--- config.mk ---
export PLATFORM = sky130hd
export DESIGN_NAME = eew_host
export DESIGN_NICKNAME = d
export VERILOG_FILES = /design/src/rtl/eew_pkg.sv /design/src/rtl/eew_host.sv /design/src/rtl/eew_sync.sv
export SDC_FILE = /design/constraint.sdc
export NUM_CORES = 1
export LEC_CHECK = 0
export ABC_AREA = 1
export CORE_MARGIN = 2
export CORE_UTILIZATION = 25
export DETAILED_ROUTE_END_ITERATION = 16
export DONT_BUFFER_PORTS = 1
export PLACE_DENSITY = 0.4
export SLEW_MARGIN = 5
export SYNTH_ARGS = -nofsm -noshare
export SYNTH_HDL_FRONTEND = slang
export SYNTH_SLANG_ARGS = --single-unit
--- constraint.sdc ---
create_clock -name mclk_i -period 2.4 [get_ports mclk_i]
set_clock_uncertainty 0.2 [all_clocks]
set_input_delay 0.36 -clock mclk_i [delete_from_list [all_inputs] [get_ports mclk_i]]
set_output_delay 0.36 -clock mclk_i [all_outputs]
set_load 0.02 [all_outputs]
--- src/rtl/eew_pkg.sv ---
package eew_pkg;

  // ****************************************************************
  // Host register map, byte addresses on the local command port
  // ****************************************************************
  localparam int ADDR_W = 8;
  localparam int DATA_W = 32;
  localparam logic [ADDR_W-1:0] REG_CMD = 8'h00;
  localparam logic [ADDR_W-1:0] REG_WADDR = 8'h04;
  localparam logic [ADDR_W-1:0] REG_LEN = 8'h08;
  localparam logic [ADDR_W-1:0] REG_TXDATA = 8'h0C;
  localparam logic [ADDR_W-1:0] REG_STATUS = 8'h10;

  // Field positions.
  localparam int CMD_OP_LSB = 0;
  localparam int CMD_BLK_LSB = 2;
  localparam int ST_BUSY_BIT = 0;
  localparam int ST_NACK_BIT = 1;
  localparam int ST_WPTR_LSB = 4;
  localparam int ST_RX_LSB = 8;

  // Reset values.
  localparam logic [7:0] WADDR_RST = 8'h00;
  localparam logic [4:0] LEN_RST = 5'h01;

  // ****************************************************************
  // Serial protocol constants
  // ****************************************************************
  localparam logic [3:0] TYPE_CODE = 4'hA;
  localparam int PAGE_DEPTH = 16;
  localparam logic [4:0] PAGE_MAX = 5'h10;
  localparam logic [3:0] ACK_BIT = 4'h8;

  typedef enum logic [1:0] {
    OP_WRITE = 2'h0,
    OP_POLL = 2'h1,
    OP_READ = 2'h2
  } eew_op_t;

  typedef enum logic [7:0] {
    ST_IDLE = 8'h01,
    ST_START_SU = 8'h02,
    ST_START_HD = 8'h04,
    ST_BIT_LOW = 8'h08,
    ST_BIT_HIGH = 8'h10,
    ST_STOP_LOW = 8'h20,
    ST_STOP_SU = 8'h40,
    ST_STOP_BUF = 8'h80
  } eew_state_t;

  // ****************************************************************
  // Timing, standard mode, at a 5 ns system clock
  // ****************************************************************
  localparam int MCLK_NS = 5;
  localparam int T_LOW_NS = 4700;
  localparam int T_HIGH_NS = 4000;
  localparam int T_SU_STA_NS = 4700;
  localparam int T_HD_STA_NS = 4000;
  localparam int T_SU_STO_NS = 4000;
  localparam int T_BUF_NS = 4700;
  localparam int T_HOLD_NS = 10;
  localparam int CNT_W = 10;
  localparam logic [CNT_W-1:0] T_LOW_CYC = CNT_W'((T_LOW_NS + MCLK_NS - 1) / MCLK_NS);
  localparam logic [CNT_W-1:0] T_HIGH_CYC = CNT_W'((T_HIGH_NS + MCLK_NS - 1) / MCLK_NS);
  localparam logic [CNT_W-1:0] T_SU_STA_CYC = CNT_W'((T_SU_STA_NS + MCLK_NS - 1) / MCLK_NS);
  localparam logic [CNT_W-1:0] T_HD_STA_CYC = CNT_W'((T_HD_STA_NS + MCLK_NS - 1) / MCLK_NS);
  localparam logic [CNT_W-1:0] T_SU_STO_CYC = CNT_W'((T_SU_STO_NS + MCLK_NS - 1) / MCLK_NS);
  localparam logic [CNT_W-1:0] T_BUF_CYC = CNT_W'((T_BUF_NS + MCLK_NS - 1) / MCLK_NS);
  localparam logic [CNT_W-1:0] T_HOLD_CYC = CNT_W'((T_HOLD_NS + MCLK_NS - 1) / MCLK_NS);

endpackage

--- src/rtl/eew_host.sv ---
`timescale 1ns/1ps
// Notes on behaviour
// - Data changes only while clock is low, except start and stop.
// - Data falling while clock high is a start.
// - Data rising while clock high is a stop.
// - Every command opens with a start and ends with a stop.
// - A transfer begins only with data and clock both high.
// - One clock pulse per bit, data stable through the high phase.
// - Every byte gets a ninth clock pulse for its acknowledge.
// - The acknowledger holds data low across the ninth high phase.
// - On reads the last byte is left unacknowledged, then stop.
// - Byte write: one data byte after the address, then stop.
// - Completion is polled with start plus write control byte.
module eew_host (
  input wire logic mclk_i,
  input wire logic rst_n_i,
  input wire logic ce_i,
  input wire logic [eew_pkg::ADDR_W-1:0] addr_i,
  input wire logic [eew_pkg::DATA_W-1:0] wdata_i,
  input wire logic wr_i,
  input wire logic rd_i,
  output logic [eew_pkg::DATA_W-1:0] rdata_o,
  output logic scl_o,
  input wire logic sda_i,
  output logic sda_o,
  output logic sda_oe_n_o
);
  import eew_pkg::*;

  // ****************************************************************
  // State
  // ****************************************************************
  eew_state_t state, next_state;
  eew_op_t op, next_op;
  logic [CNT_W-1:0] cnt, next_cnt;
  logic [3:0] bit_cnt, next_bit_cnt;
  logic [4:0] byte_idx, next_byte_idx;
  logic [2:0] blk, next_blk;
  logic [7:0] waddr, next_waddr;
  logic [4:0] len, next_len;
  logic [3:0] wr_ptr, next_wr_ptr;
  logic [3:0] rd_ptr, next_rd_ptr;
  logic nack, next_nack;
  logic [7:0] rx_shift, next_rx_shift;
  logic [7:0] rx_byte, next_rx_byte;
  logic scl, next_scl;
  logic sda_oe_n, next_sda_oe_n;
  logic [DATA_W-1:0] next_rdata;
  logic [7:0] buf_mem [PAGE_DEPTH];
  logic buf_we;
  logic sda_s;
  logic busy;
  logic rd_byte;
  logic [4:0] last_idx;
  logic [7:0] cur_byte;

  eew_sync u_sda_sync (
    .mclk_i(mclk_i),
    .rst_n_i(rst_n_i),
    .ce_i(ce_i),
    .d_i(sda_i),
    .q_o(sda_s)
  );

  function automatic logic [4:0] clamp_len(input logic [4:0] v);
    if (v == 5'h00)
      clamp_len = 5'h01;
    else if (v > PAGE_MAX)
      clamp_len = PAGE_MAX;
    else
      clamp_len = v;
  endfunction

  assign busy = (state != ST_IDLE);
  assign rd_byte = (op == OP_READ) && (byte_idx == 5'h01);
  assign last_idx = (op == OP_WRITE) ? 5'(len + 5'h01) : ((op == OP_READ) ? 5'h01 : 5'h00);
  assign buf_we = wr_i && !busy && (addr_i == REG_TXDATA);

  always_comb
  begin
    unique case (byte_idx)
      5'h00: cur_byte = {TYPE_CODE, blk, op == OP_READ};
      5'h01: cur_byte = waddr;
      default: cur_byte = buf_mem[rd_ptr];
    endcase
  end

  // ****************************************************************
  // Command port and bit engine
  // ****************************************************************
  always_comb
  begin
    next_state = state;
    next_op = op;
    next_cnt = cnt + 1'b1;
    next_bit_cnt = bit_cnt;
    next_byte_idx = byte_idx;
    next_blk = blk;
    next_waddr = waddr;
    next_len = len;
    next_wr_ptr = wr_ptr;
    next_rd_ptr = rd_ptr;
    next_nack = nack;
    next_rx_shift = rx_shift;
    next_rx_byte = rx_byte;
    next_scl = scl;
    next_sda_oe_n = sda_oe_n;
    next_rdata = '0;
    if (rd_i)
    begin
      unique case (addr_i)
        REG_WADDR: next_rdata = DATA_W'(waddr);
        REG_LEN: next_rdata = DATA_W'(len);
        REG_STATUS:
        begin
          next_rdata[ST_BUSY_BIT] = busy;
          next_rdata[ST_NACK_BIT] = nack;
          next_rdata[ST_WPTR_LSB +: 4] = wr_ptr;
          next_rdata[ST_RX_LSB +: 8] = rx_byte;
        end
        default: next_rdata = '0;
      endcase
    end
    // Writes while a command runs are dropped so the frame stays coherent.
    if (wr_i && !busy)
    begin
      unique case (addr_i)
        REG_CMD:
        begin
          if (wdata_i[CMD_OP_LSB +: 2] != 2'h3)
          begin
            next_op = eew_op_t'(wdata_i[CMD_OP_LSB +: 2]);
            next_blk = wdata_i[CMD_BLK_LSB +: 3];
            next_state = ST_START_SU;
            next_cnt = '0;
            next_bit_cnt = '0;
            next_byte_idx = '0;
            next_rd_ptr = '0;
            next_nack = 1'b0;
          end
        end
        REG_WADDR: next_waddr = wdata_i[7:0];
        REG_LEN: next_len = clamp_len(wdata_i[4:0]);
        REG_TXDATA: next_wr_ptr = wr_ptr + 1'b1;
        default: next_len = len;
      endcase
    end
    unique case (state)
      ST_IDLE:
      begin
        next_cnt = '0;
      end
      ST_START_SU:
      begin
        // Waits out the set-up time and for the bus to read idle.
        if (cnt >= T_SU_STA_CYC - 1'b1 && sda_s)
        begin
          next_sda_oe_n = 1'b0;
          next_state = ST_START_HD;
          next_cnt = '0;
        end
      end
      ST_START_HD:
      begin
        if (cnt == T_HD_STA_CYC - 1'b1)
        begin
          next_scl = 1'b0;
          next_state = ST_BIT_LOW;
          next_cnt = '0;
        end
      end
      ST_BIT_LOW:
      begin
        // Data moves a little after the falling clock edge, never with it.
        if (cnt == T_HOLD_CYC)
        begin
          if (bit_cnt == ACK_BIT || rd_byte)
            next_sda_oe_n = 1'b1;
          else
            next_sda_oe_n = cur_byte[3'(7 - bit_cnt)];
        end
        if (cnt == T_LOW_CYC - 1'b1)
        begin
          next_scl = 1'b1;
          next_state = ST_BIT_HIGH;
          next_cnt = '0;
        end
      end
      ST_BIT_HIGH:
      begin
        if (cnt == T_HIGH_CYC - 1'b1)
        begin
          next_scl = 1'b0;
          next_cnt = '0;
          next_state = ST_BIT_LOW;
          if (bit_cnt != ACK_BIT)
          begin
            next_rx_shift = {rx_shift[6:0], sda_s};
            next_bit_cnt = bit_cnt + 1'b1;
          end
          else
          begin
            next_bit_cnt = '0;
            if (rd_byte)
            begin
              next_rx_byte = rx_shift;
              next_state = ST_STOP_LOW;
            end
            else if (sda_s)
            begin
              next_nack = 1'b1;
              next_state = ST_STOP_LOW;
            end
            else
            begin
              if (byte_idx >= 5'h02)
              begin
                next_rd_ptr = rd_ptr + 1'b1;
                next_waddr[3:0] = waddr[3:0] + 1'b1;
              end
              if (byte_idx == last_idx)
                next_state = ST_STOP_LOW;
              else
                next_byte_idx = byte_idx + 1'b1;
            end
          end
        end
      end
      ST_STOP_LOW:
      begin
        if (cnt == T_HOLD_CYC)
          next_sda_oe_n = 1'b0;
        if (cnt == T_LOW_CYC - 1'b1)
        begin
          next_scl = 1'b1;
          next_state = ST_STOP_SU;
          next_cnt = '0;
        end
      end
      ST_STOP_SU:
      begin
        if (cnt == T_SU_STO_CYC - 1'b1)
        begin
          next_sda_oe_n = 1'b1;
          next_state = ST_STOP_BUF;
          next_cnt = '0;
        end
      end
      ST_STOP_BUF:
      begin
        if (cnt == T_BUF_CYC - 1'b1)
        begin
          next_state = ST_IDLE;
          next_wr_ptr = '0;
        end
      end
    endcase
  end

  always_ff @(posedge mclk_i)
  begin
    if (!rst_n_i)
    begin
      state <= ST_IDLE;
      op <= OP_WRITE;
      cnt <= '0;
      bit_cnt <= '0;
      byte_idx <= '0;
      blk <= '0;
      waddr <= WADDR_RST;
      len <= LEN_RST;
      wr_ptr <= '0;
      rd_ptr <= '0;
      nack <= 1'b0;
      rx_shift <= '0;
      rx_byte <= '0;
      scl <= 1'b1;
      sda_oe_n <= 1'b1;
      sda_o <= 1'b0;
      rdata_o <= '0;
    end
    else if (ce_i)
    begin
      state <= next_state;
      op <= next_op;
      cnt <= next_cnt;
      bit_cnt <= next_bit_cnt;
      byte_idx <= next_byte_idx;
      blk <= next_blk;
      waddr <= next_waddr;
      len <= next_len;
      wr_ptr <= next_wr_ptr;
      rd_ptr <= next_rd_ptr;
      nack <= next_nack;
      rx_shift <= next_rx_shift;
      rx_byte <= next_rx_byte;
      scl <= next_scl;
      sda_oe_n <= next_sda_oe_n;
      sda_o <= 1'b0;
      rdata_o <= next_rdata;
    end
  end

  // The page store is a memory; only its write port is clocked here.
  always_ff @(posedge mclk_i)
  begin
    if (ce_i && buf_we)
      buf_mem[wr_ptr] <= wdata_i[7:0];
  end

  assign scl_o = scl;
  assign sda_oe_n_o = sda_oe_n;
endmodule

--- src/rtl/eew_sync.sv ---
`timescale 1ns/1ps
module eew_sync (
  input wire logic mclk_i,
  input wire logic rst_n_i,
  input wire logic ce_i,
  input wire logic d_i,
  output logic q_o
);
  logic meta;
  logic next_meta;
  logic next_q;

  // The first stage feeds only the second stage.
  always_comb
  begin
    next_meta = ce_i ? d_i : meta;
    next_q = ce_i ? meta : q_o;
  end

  always_ff @(posedge mclk_i)
  begin
    if (!rst_n_i)
    begin
      meta <= 1'b1;
      q_o <= 1'b1;
    end
    else
    begin
      meta <= next_meta;
      q_o <= next_q;
    end
  end
endmodule
### After elaboration in Yosys (flattened, before gate mapping)

Memory sizes are Yosys's and may differ from the RTL's. A register that Yosys moved wholly into a read port is not among the register bits.
Cells that the tools add are included.

| cells by class | value |
|---|---|
| reductions and logical operators | 23 |
| order comparisons | 4 |
| eq/ne operators | 28 |
| muxes and demuxes | 90 |
| $add $sub $neg | 8 |
| bitwise operators | 1 |

Operators with widths:

| operator | number |
|---|---|
| $mux W4 | 29 |
| $mux W8 | 10 |
| $mux W10 | 6 |
| $mux W5 | 12 |
| $pmux W8 S7 | 1 |
| $pmux W10 S4 | 1 |
| $pmux W12 S3 | 1 |
| $eq A8 B4 Y1 const B | 3 |
| $mux W6 | 4 |
| $eq A10 B10 Y1 const B | 2 |
| $mux W1 | 19 |
| $add A4 B1 Y4 const B | 4 |
| $eq A8 B3 Y1 const B | 2 |
| $eq A8 B5 Y1 const B | 2 |
| $mux W16 | 1 |
| $pmux W8 S2 | 1 |
| $reduce_and A4 Y1 | 3 |
| $add A10 B1 Y10 const B | 1 |
| $add A5 B1 Y5 const B | 2 |
| $eq A10 B2 Y1 const B | 1 |
| $ge A10 B10 Y1 const B | 1 |
| $logic_not A5 Y1 | 2 |
| $ne A2 B2 Y1 const B | 5 |
| $eq A8 B1 Y1 const B | 1 |
| 33 further kinds | 40 |

| word-level totals | value |
|---|---|
| bits in writable memories | 128 |
| register bits | 106 |
| input port bits | 46 |
| memories | 1 |
| logic and storage cells | 174 |

Memories:

| memory | depth | bits a word | rd ports | clocked after memory_dff | wr ports | line | source |
|---|---|---|---|---|---|---|---|
| buf_mem | 16 | 8 | 1 | 1 | 1 | eew_host.sv:49 | `logic [7:0] buf_mem [PAGE_DEPTH];` |

### Logic depth before layout (Yosys ltp)

| depth | value |
|---|---|
| depth after elaboration | 12 |
| depth in mapped cells | 18 |
| mapped depth without buffers | 18 |

### Modules after synthesis

A second synthesis with hierarchy kept.

| second synthesis, totals | value |
|---|---|
| cell total of the unflattened synthesis | 1198 |
| area, all modules | 10521.3 µm² |

Modules (own cells, without submodules):

| module | area each (µm²) | sequential area each (µm²) | cells an instance | instances |
|---|---|---|---|---|
| eew_host | 10452.5 | 5685.5 | 1189 | 1 |
| eew_sync | 68.8 | 40.0 | 9 | 1 |

### Worst setup path after synthesis

No wires, ideal clock.

| timing path | value |
|---|---|
| kind | reg-to-reg |
| from | register state[5] |
| to | memory buf_mem[12][0], enable pin |
| slack | -0.115 ns |
| cell stages (with the launch flop) | 12 |
| arrival time | 1.945 ns |
| setup time | 0.370 ns |
| clock period less this slack | 2.515 ns |
| cells stage by stage | dfxtp_1 nor2_2 inv_1 nor2_4 nand4_2 nor2_2 inv_1 nor2_1 inv_2 nor3_4 nand2_1 nor2_1 |

| on the way | value |
|---|---|
| cells in the longest elaborated chain, start to end | 7 |

RTL lines:

| element | line | source |
|---|---|---|
| start: declaration | eew_host.sv:33 | `eew_state_t state, next_state;` |
| start signal: assignment | eew_host.sv:284 | `state <= next_state;` |
| $ne A8 B1 Y1 | eew_host.sv:74 | `assign busy = (state != ST_IDLE);` |
| $logic_not A1 Y1 | eew_host.sv:77 | `assign buf_we = wr_i && !busy && (addr_i == REG_TXDATA);` |
| $logic_and A1 B1 Y1 (2 in a row) | eew_host.sv:77 |  |
| $logic_and A1 B1 Y1 | eew_host.sv:307 | `if (ce_i && buf_we)` |
| $mux W1 | eew_host.sv:307 |  |
| $mux W1 (not written as such) | eew_host.sv:308 | `buf_mem[wr_ptr] <= wdata_i[7:0];` |
| end: declaration | eew_host.sv:49 |  |

No other way between the ends.

### Worst setup path in the final report

| timing path | value |
|---|---|
| from | register state[4] |
| to | memory buf_mem[7][1], enable pin |

Same word-level chain as after synthesis.

==> impl_metrics.env <==
export IMPL_status="finished, final reports clean"
export IMPL_timing_hold_violations_final=0
export IMPL_finalSetupViolations=0
export IMPL_rsz_0062_raised_after_global_routing="yes"
export IMPL_chipHeight_um=208
export IMPL_critical_path_top_delay_family="simple AND/OR/NAND/NOR gates"
export IMPL_cp_arrival_ns=2.36
export IMPL_routed_via_count=8369
export IMPL_tritoncts_num_buffers=26
export IMPL_synth_area_per_cell_um2=8.85
export IMPL_post_synth_instance_area_mm2=0.0104
export IMPL_drv_cap=0
export IMPL_grt_antenna_before_repair=2
export IMPL_worst_setup_path_end_kind="register"
export IMPL_post_layout_util=0.321
export IMPL_layout_filler_cells=4322
export IMPL_finalCriticalPeriod_ns=2.29
export IMPL_synth_distinct_cells=52
export IMPL_vias_per_cell=4.57
export IMPL_timing_critical_path_slowest_cell_delay_ns=0.33
export IMPL_power_density_mw_per_mm2=671
export IMPL_critical_path_class="register to register"
export IMPL_layout_worst_path_cycle_share=0.956
export IMPL_worst_setup_hold_path_clk_slew_ns=0.06
export IMPL_static_leakage_power_nw=4.98
export IMPL_min_delay_path_class="input pin to register"
export IMPL_synthCells=1176
export IMPL_grt_start_max_net_pins=49
export IMPL_most_instantiated_library_cell_after_synthesis="nand2_1"
export IMPL_synthToLayoutAreaGrowth_pct=26.4
export IMPL_nNetsFinal=1340
export IMPL_synth_largest_type_area_fraction=0.369
export IMPL_cts_root_buffer="clkbuf_16"
export IMPL_rows=74
export IMPL_synthArstFlopShare=0
export IMPL_synth_edff_count=128
export IMPL_antenna_cells_inserted=0
export IMPL_worstPathCellList="nor2_4 > inv_2 > nor2_4 > nand4_4 > nor2_4 > inv_2 > nor2_4 > inv_2 > nor3_4 > buf_6 > buf_6 > nand2_8 > nor2_4 > buf_12"
export IMPL_number_of_synthesized_register_bits=222
export IMPL_cp_slowest_cell="dfxtp_2"
export IMPL_final_max_slew_viols=0
export IMPL_synth_area_top_cells="edfxtp_1 37%, dfxtp_1 18%, nand2_1 9.8%"
export IMPL_antenna_viol_nets_final=0
export IMPL_grt_pass1_wl_um=49400
export IMPL_design_core_area_mm2=0.0409
export IMPL_drtPass1Iterations=4
export IMPL_first_global_vias=8332
export IMPL_tritoncts="done"
export IMPL_clock_tree_htree_level_count=1
export IMPL_placement_setup_worst_slack_ns=-0.132
export IMPL_post_route_drc_count=0
export IMPL_worst_slew_pin_transition_ns=1.17
export IMPL_postRouteWirelength_um=31800
export IMPL_gr_ovfl_total=0
export IMPL_cts_path_max_buffers=3
export IMPL_multi_input_area_mm2=0.00417
export IMPL_io_pins=81
export IMPL_register_area_mm2=0.00573
export IMPL_finalWeightedCongestion=0.789
export IMPL_vdd_ir_drop_max_mv=0.532
export IMPL_worst_hold_slack_ns=0.0291
export IMPL_initial_utilization=0.254
export IMPL_cts_sinks=222
export IMPL_post_dp_hpwl_um=20800
export IMPL_groute_usage_overall=0.144
export IMPL_tightest_slew_margin_relative_to_the_limit=0.218
export IMPL_setup_ws_ns=0.107
export IMPL_synth_largest_area_cell="edfxtp_1"
export IMPL_main_synth_ff_type="edfxtp_1"
export IMPL_cp_num_buf_inv=6
export IMPL_critPathLaunchType="register"
export IMPL_synth_seq_area_share=0.550
export IMPL_wire_length_per_cell_um=17.4
export IMPL_clock_latency_of_the_later_clocked_register_in_the_worst_skew_pair_ns=0.55
export IMPL_design_die_area_mm2=0.0433
export IMPL_critical_path_top_cell_by_count="nor2_4"
export IMPL_ys_warnings_count=0
export IMPL_drive_gt1_frac=0.173
export IMPL_highest_fanout_seen_on_the_critical_path=8
export IMPL_worstPathRequired_ns=2.46
export IMPL_buffer_ports_inserted=0
export IMPL_floorplan_die_width_um=208
export IMPL_synth_cells_most_frequent="273 x nand2_1, 166 x nand3_1, 128 x edfxtp_1"
export IMPL_drt_iter0_markers=420
export IMPL_achievable_frequency_ghz=0.436
==> worst paths after layout <==
path	from	endpoint	slack, ns	cells after the start
min reg2reg	rx_shift[3]	rx_shift[4]	0.28	2
max reg2reg	state[4]	buf_mem[7][1]	0.11	14
max	state[4]	buf_mem[7][1]	0.11	14
min	wdata_i[0]	waddr[0]	0.03	4
==> placed cells by master, fill, tap and decap left out, drive strengths merged <==
cell type	synthesis	routed
a211oi	11	11
a21oi	79	79
a221oi	2	2
a22oi	4	4
a31oi	2	2
a32o	1	1
and2	1	1
buf	34	105
bufinv	0	5
clkbuf	31	39
clkinv	2	7
clkinvlp	0	2
conb	1	17
dfxtp	94	94
dlygate4sd3	0	17
edfxtp	128	128
ha	15	15
inv	107	106
nand2	278	278
nand3	169	169
nand3b	2	2
nand4	17	17
nor2	80	80
nor3	15	15
nor3b	1	1
nor4	3	3
o2111ai	1	1
o211ai	7	7
o21a	1	1
o21ai	61	61
o221ai	4	4
o22ai	5	5
o31ai	2	2
o32ai	1	1
o41ai	1	1
or2	3	3
xnor2	2	2
xor2	11	11
==> state kept, by name, summed over array words and instances (netlist names), 2 cells and up, named ones only <==
| register | cells |
|---|---|
| buf_mem | 128 |
| rdata_o | 16 |
| cnt | 10 |
| rx_byte | 8 |
| rx_shift | 8 |
| state | 8 |
| waddr | 8 |
| byte_idx | 5 |
| len | 5 |
| bit_cnt | 4 |
| rd_ptr | 4 |
| wr_ptr | 4 |
| blk | 3 |
| op | 2 |
==> worst min-delay path, stage by stage <==
cell      delay [ns]
o21ai_0         0.07
nand2_1         0.06
a21oi_1         0.05
a211oi_1        0.17
==> report_power, final <==
part / switching [W] / internal, W / total (W)
Sequential: 0.0000183 / 0.00404 / 0.00405
Combinational: 0.000263 / 0.000121 / 0.000384
Clock: 0.00164 / 0.00274 / 0.00438
==> stage by stage <==
stage / total power (W) / cell area (µm²) / instances / setup TNS, ns
floorplan: 0.00432 / 10500 / 1192 / -11.06
global placement: 0.00440 / 11600 / 1752 / -7.46
detailed placement: 0.00440 / 11600 / 1752 / -11.10
CTS: 0.00894 / 12800 / 1820 / 0
global route: 0.00913 / 13200 / 1831 / -0.364
finish: 0.00882 / 13200 / 1831 / 0
==> metal layers <==
layer  track usage  vias to the layer above  part of all wire
li1              -                     4202                 -
met1         0.200                     3996              0.49
met2         0.236                      124              0.45
met3        0.0219                       45             0.036
met4        0.0372                        2             0.025
met5             0                        -           0.00041
==> cell families after synthesis <==
| logic type | count (synthesis) | synth area share |
|---|---|---|
| flip-flops | 222 | 0.550 |
| AO/OA/AOI/OAI | 182 | 0.0986 |
| adder cells (fa/ha/maj) | 15 | 0.0180 |
| AND/OR/NAND/NOR | 569 | 0.250 |
| XOR/XNOR | 13 | 0.0109 |
| other | 1 | 0.000360 |
| buffers and inverters | 174 | 0.0719 |
==> cell type report <==
type | count | share of cell area
clock inverters | 11 | 0.0147
repair buffers | 124 | 0.0919
well taps | 532 | 0.0506
multi-input cells | 796 | 0.317
flip-flops and latches | 222 | 0.436
clock buffers | 37 | 0.0579
inverters | 109 | 0.0316
==> what timing repair did <==
item	in CTS	in global routing
resized for setup	15	51
setup buffers	1	9
hold endpoints to repair	192	0
pin swaps	4	12
gates cloned	0	2
endpoints found under the setup margin	128	176
hold buffers	19	0
Power figures use the tool's default switching activity.
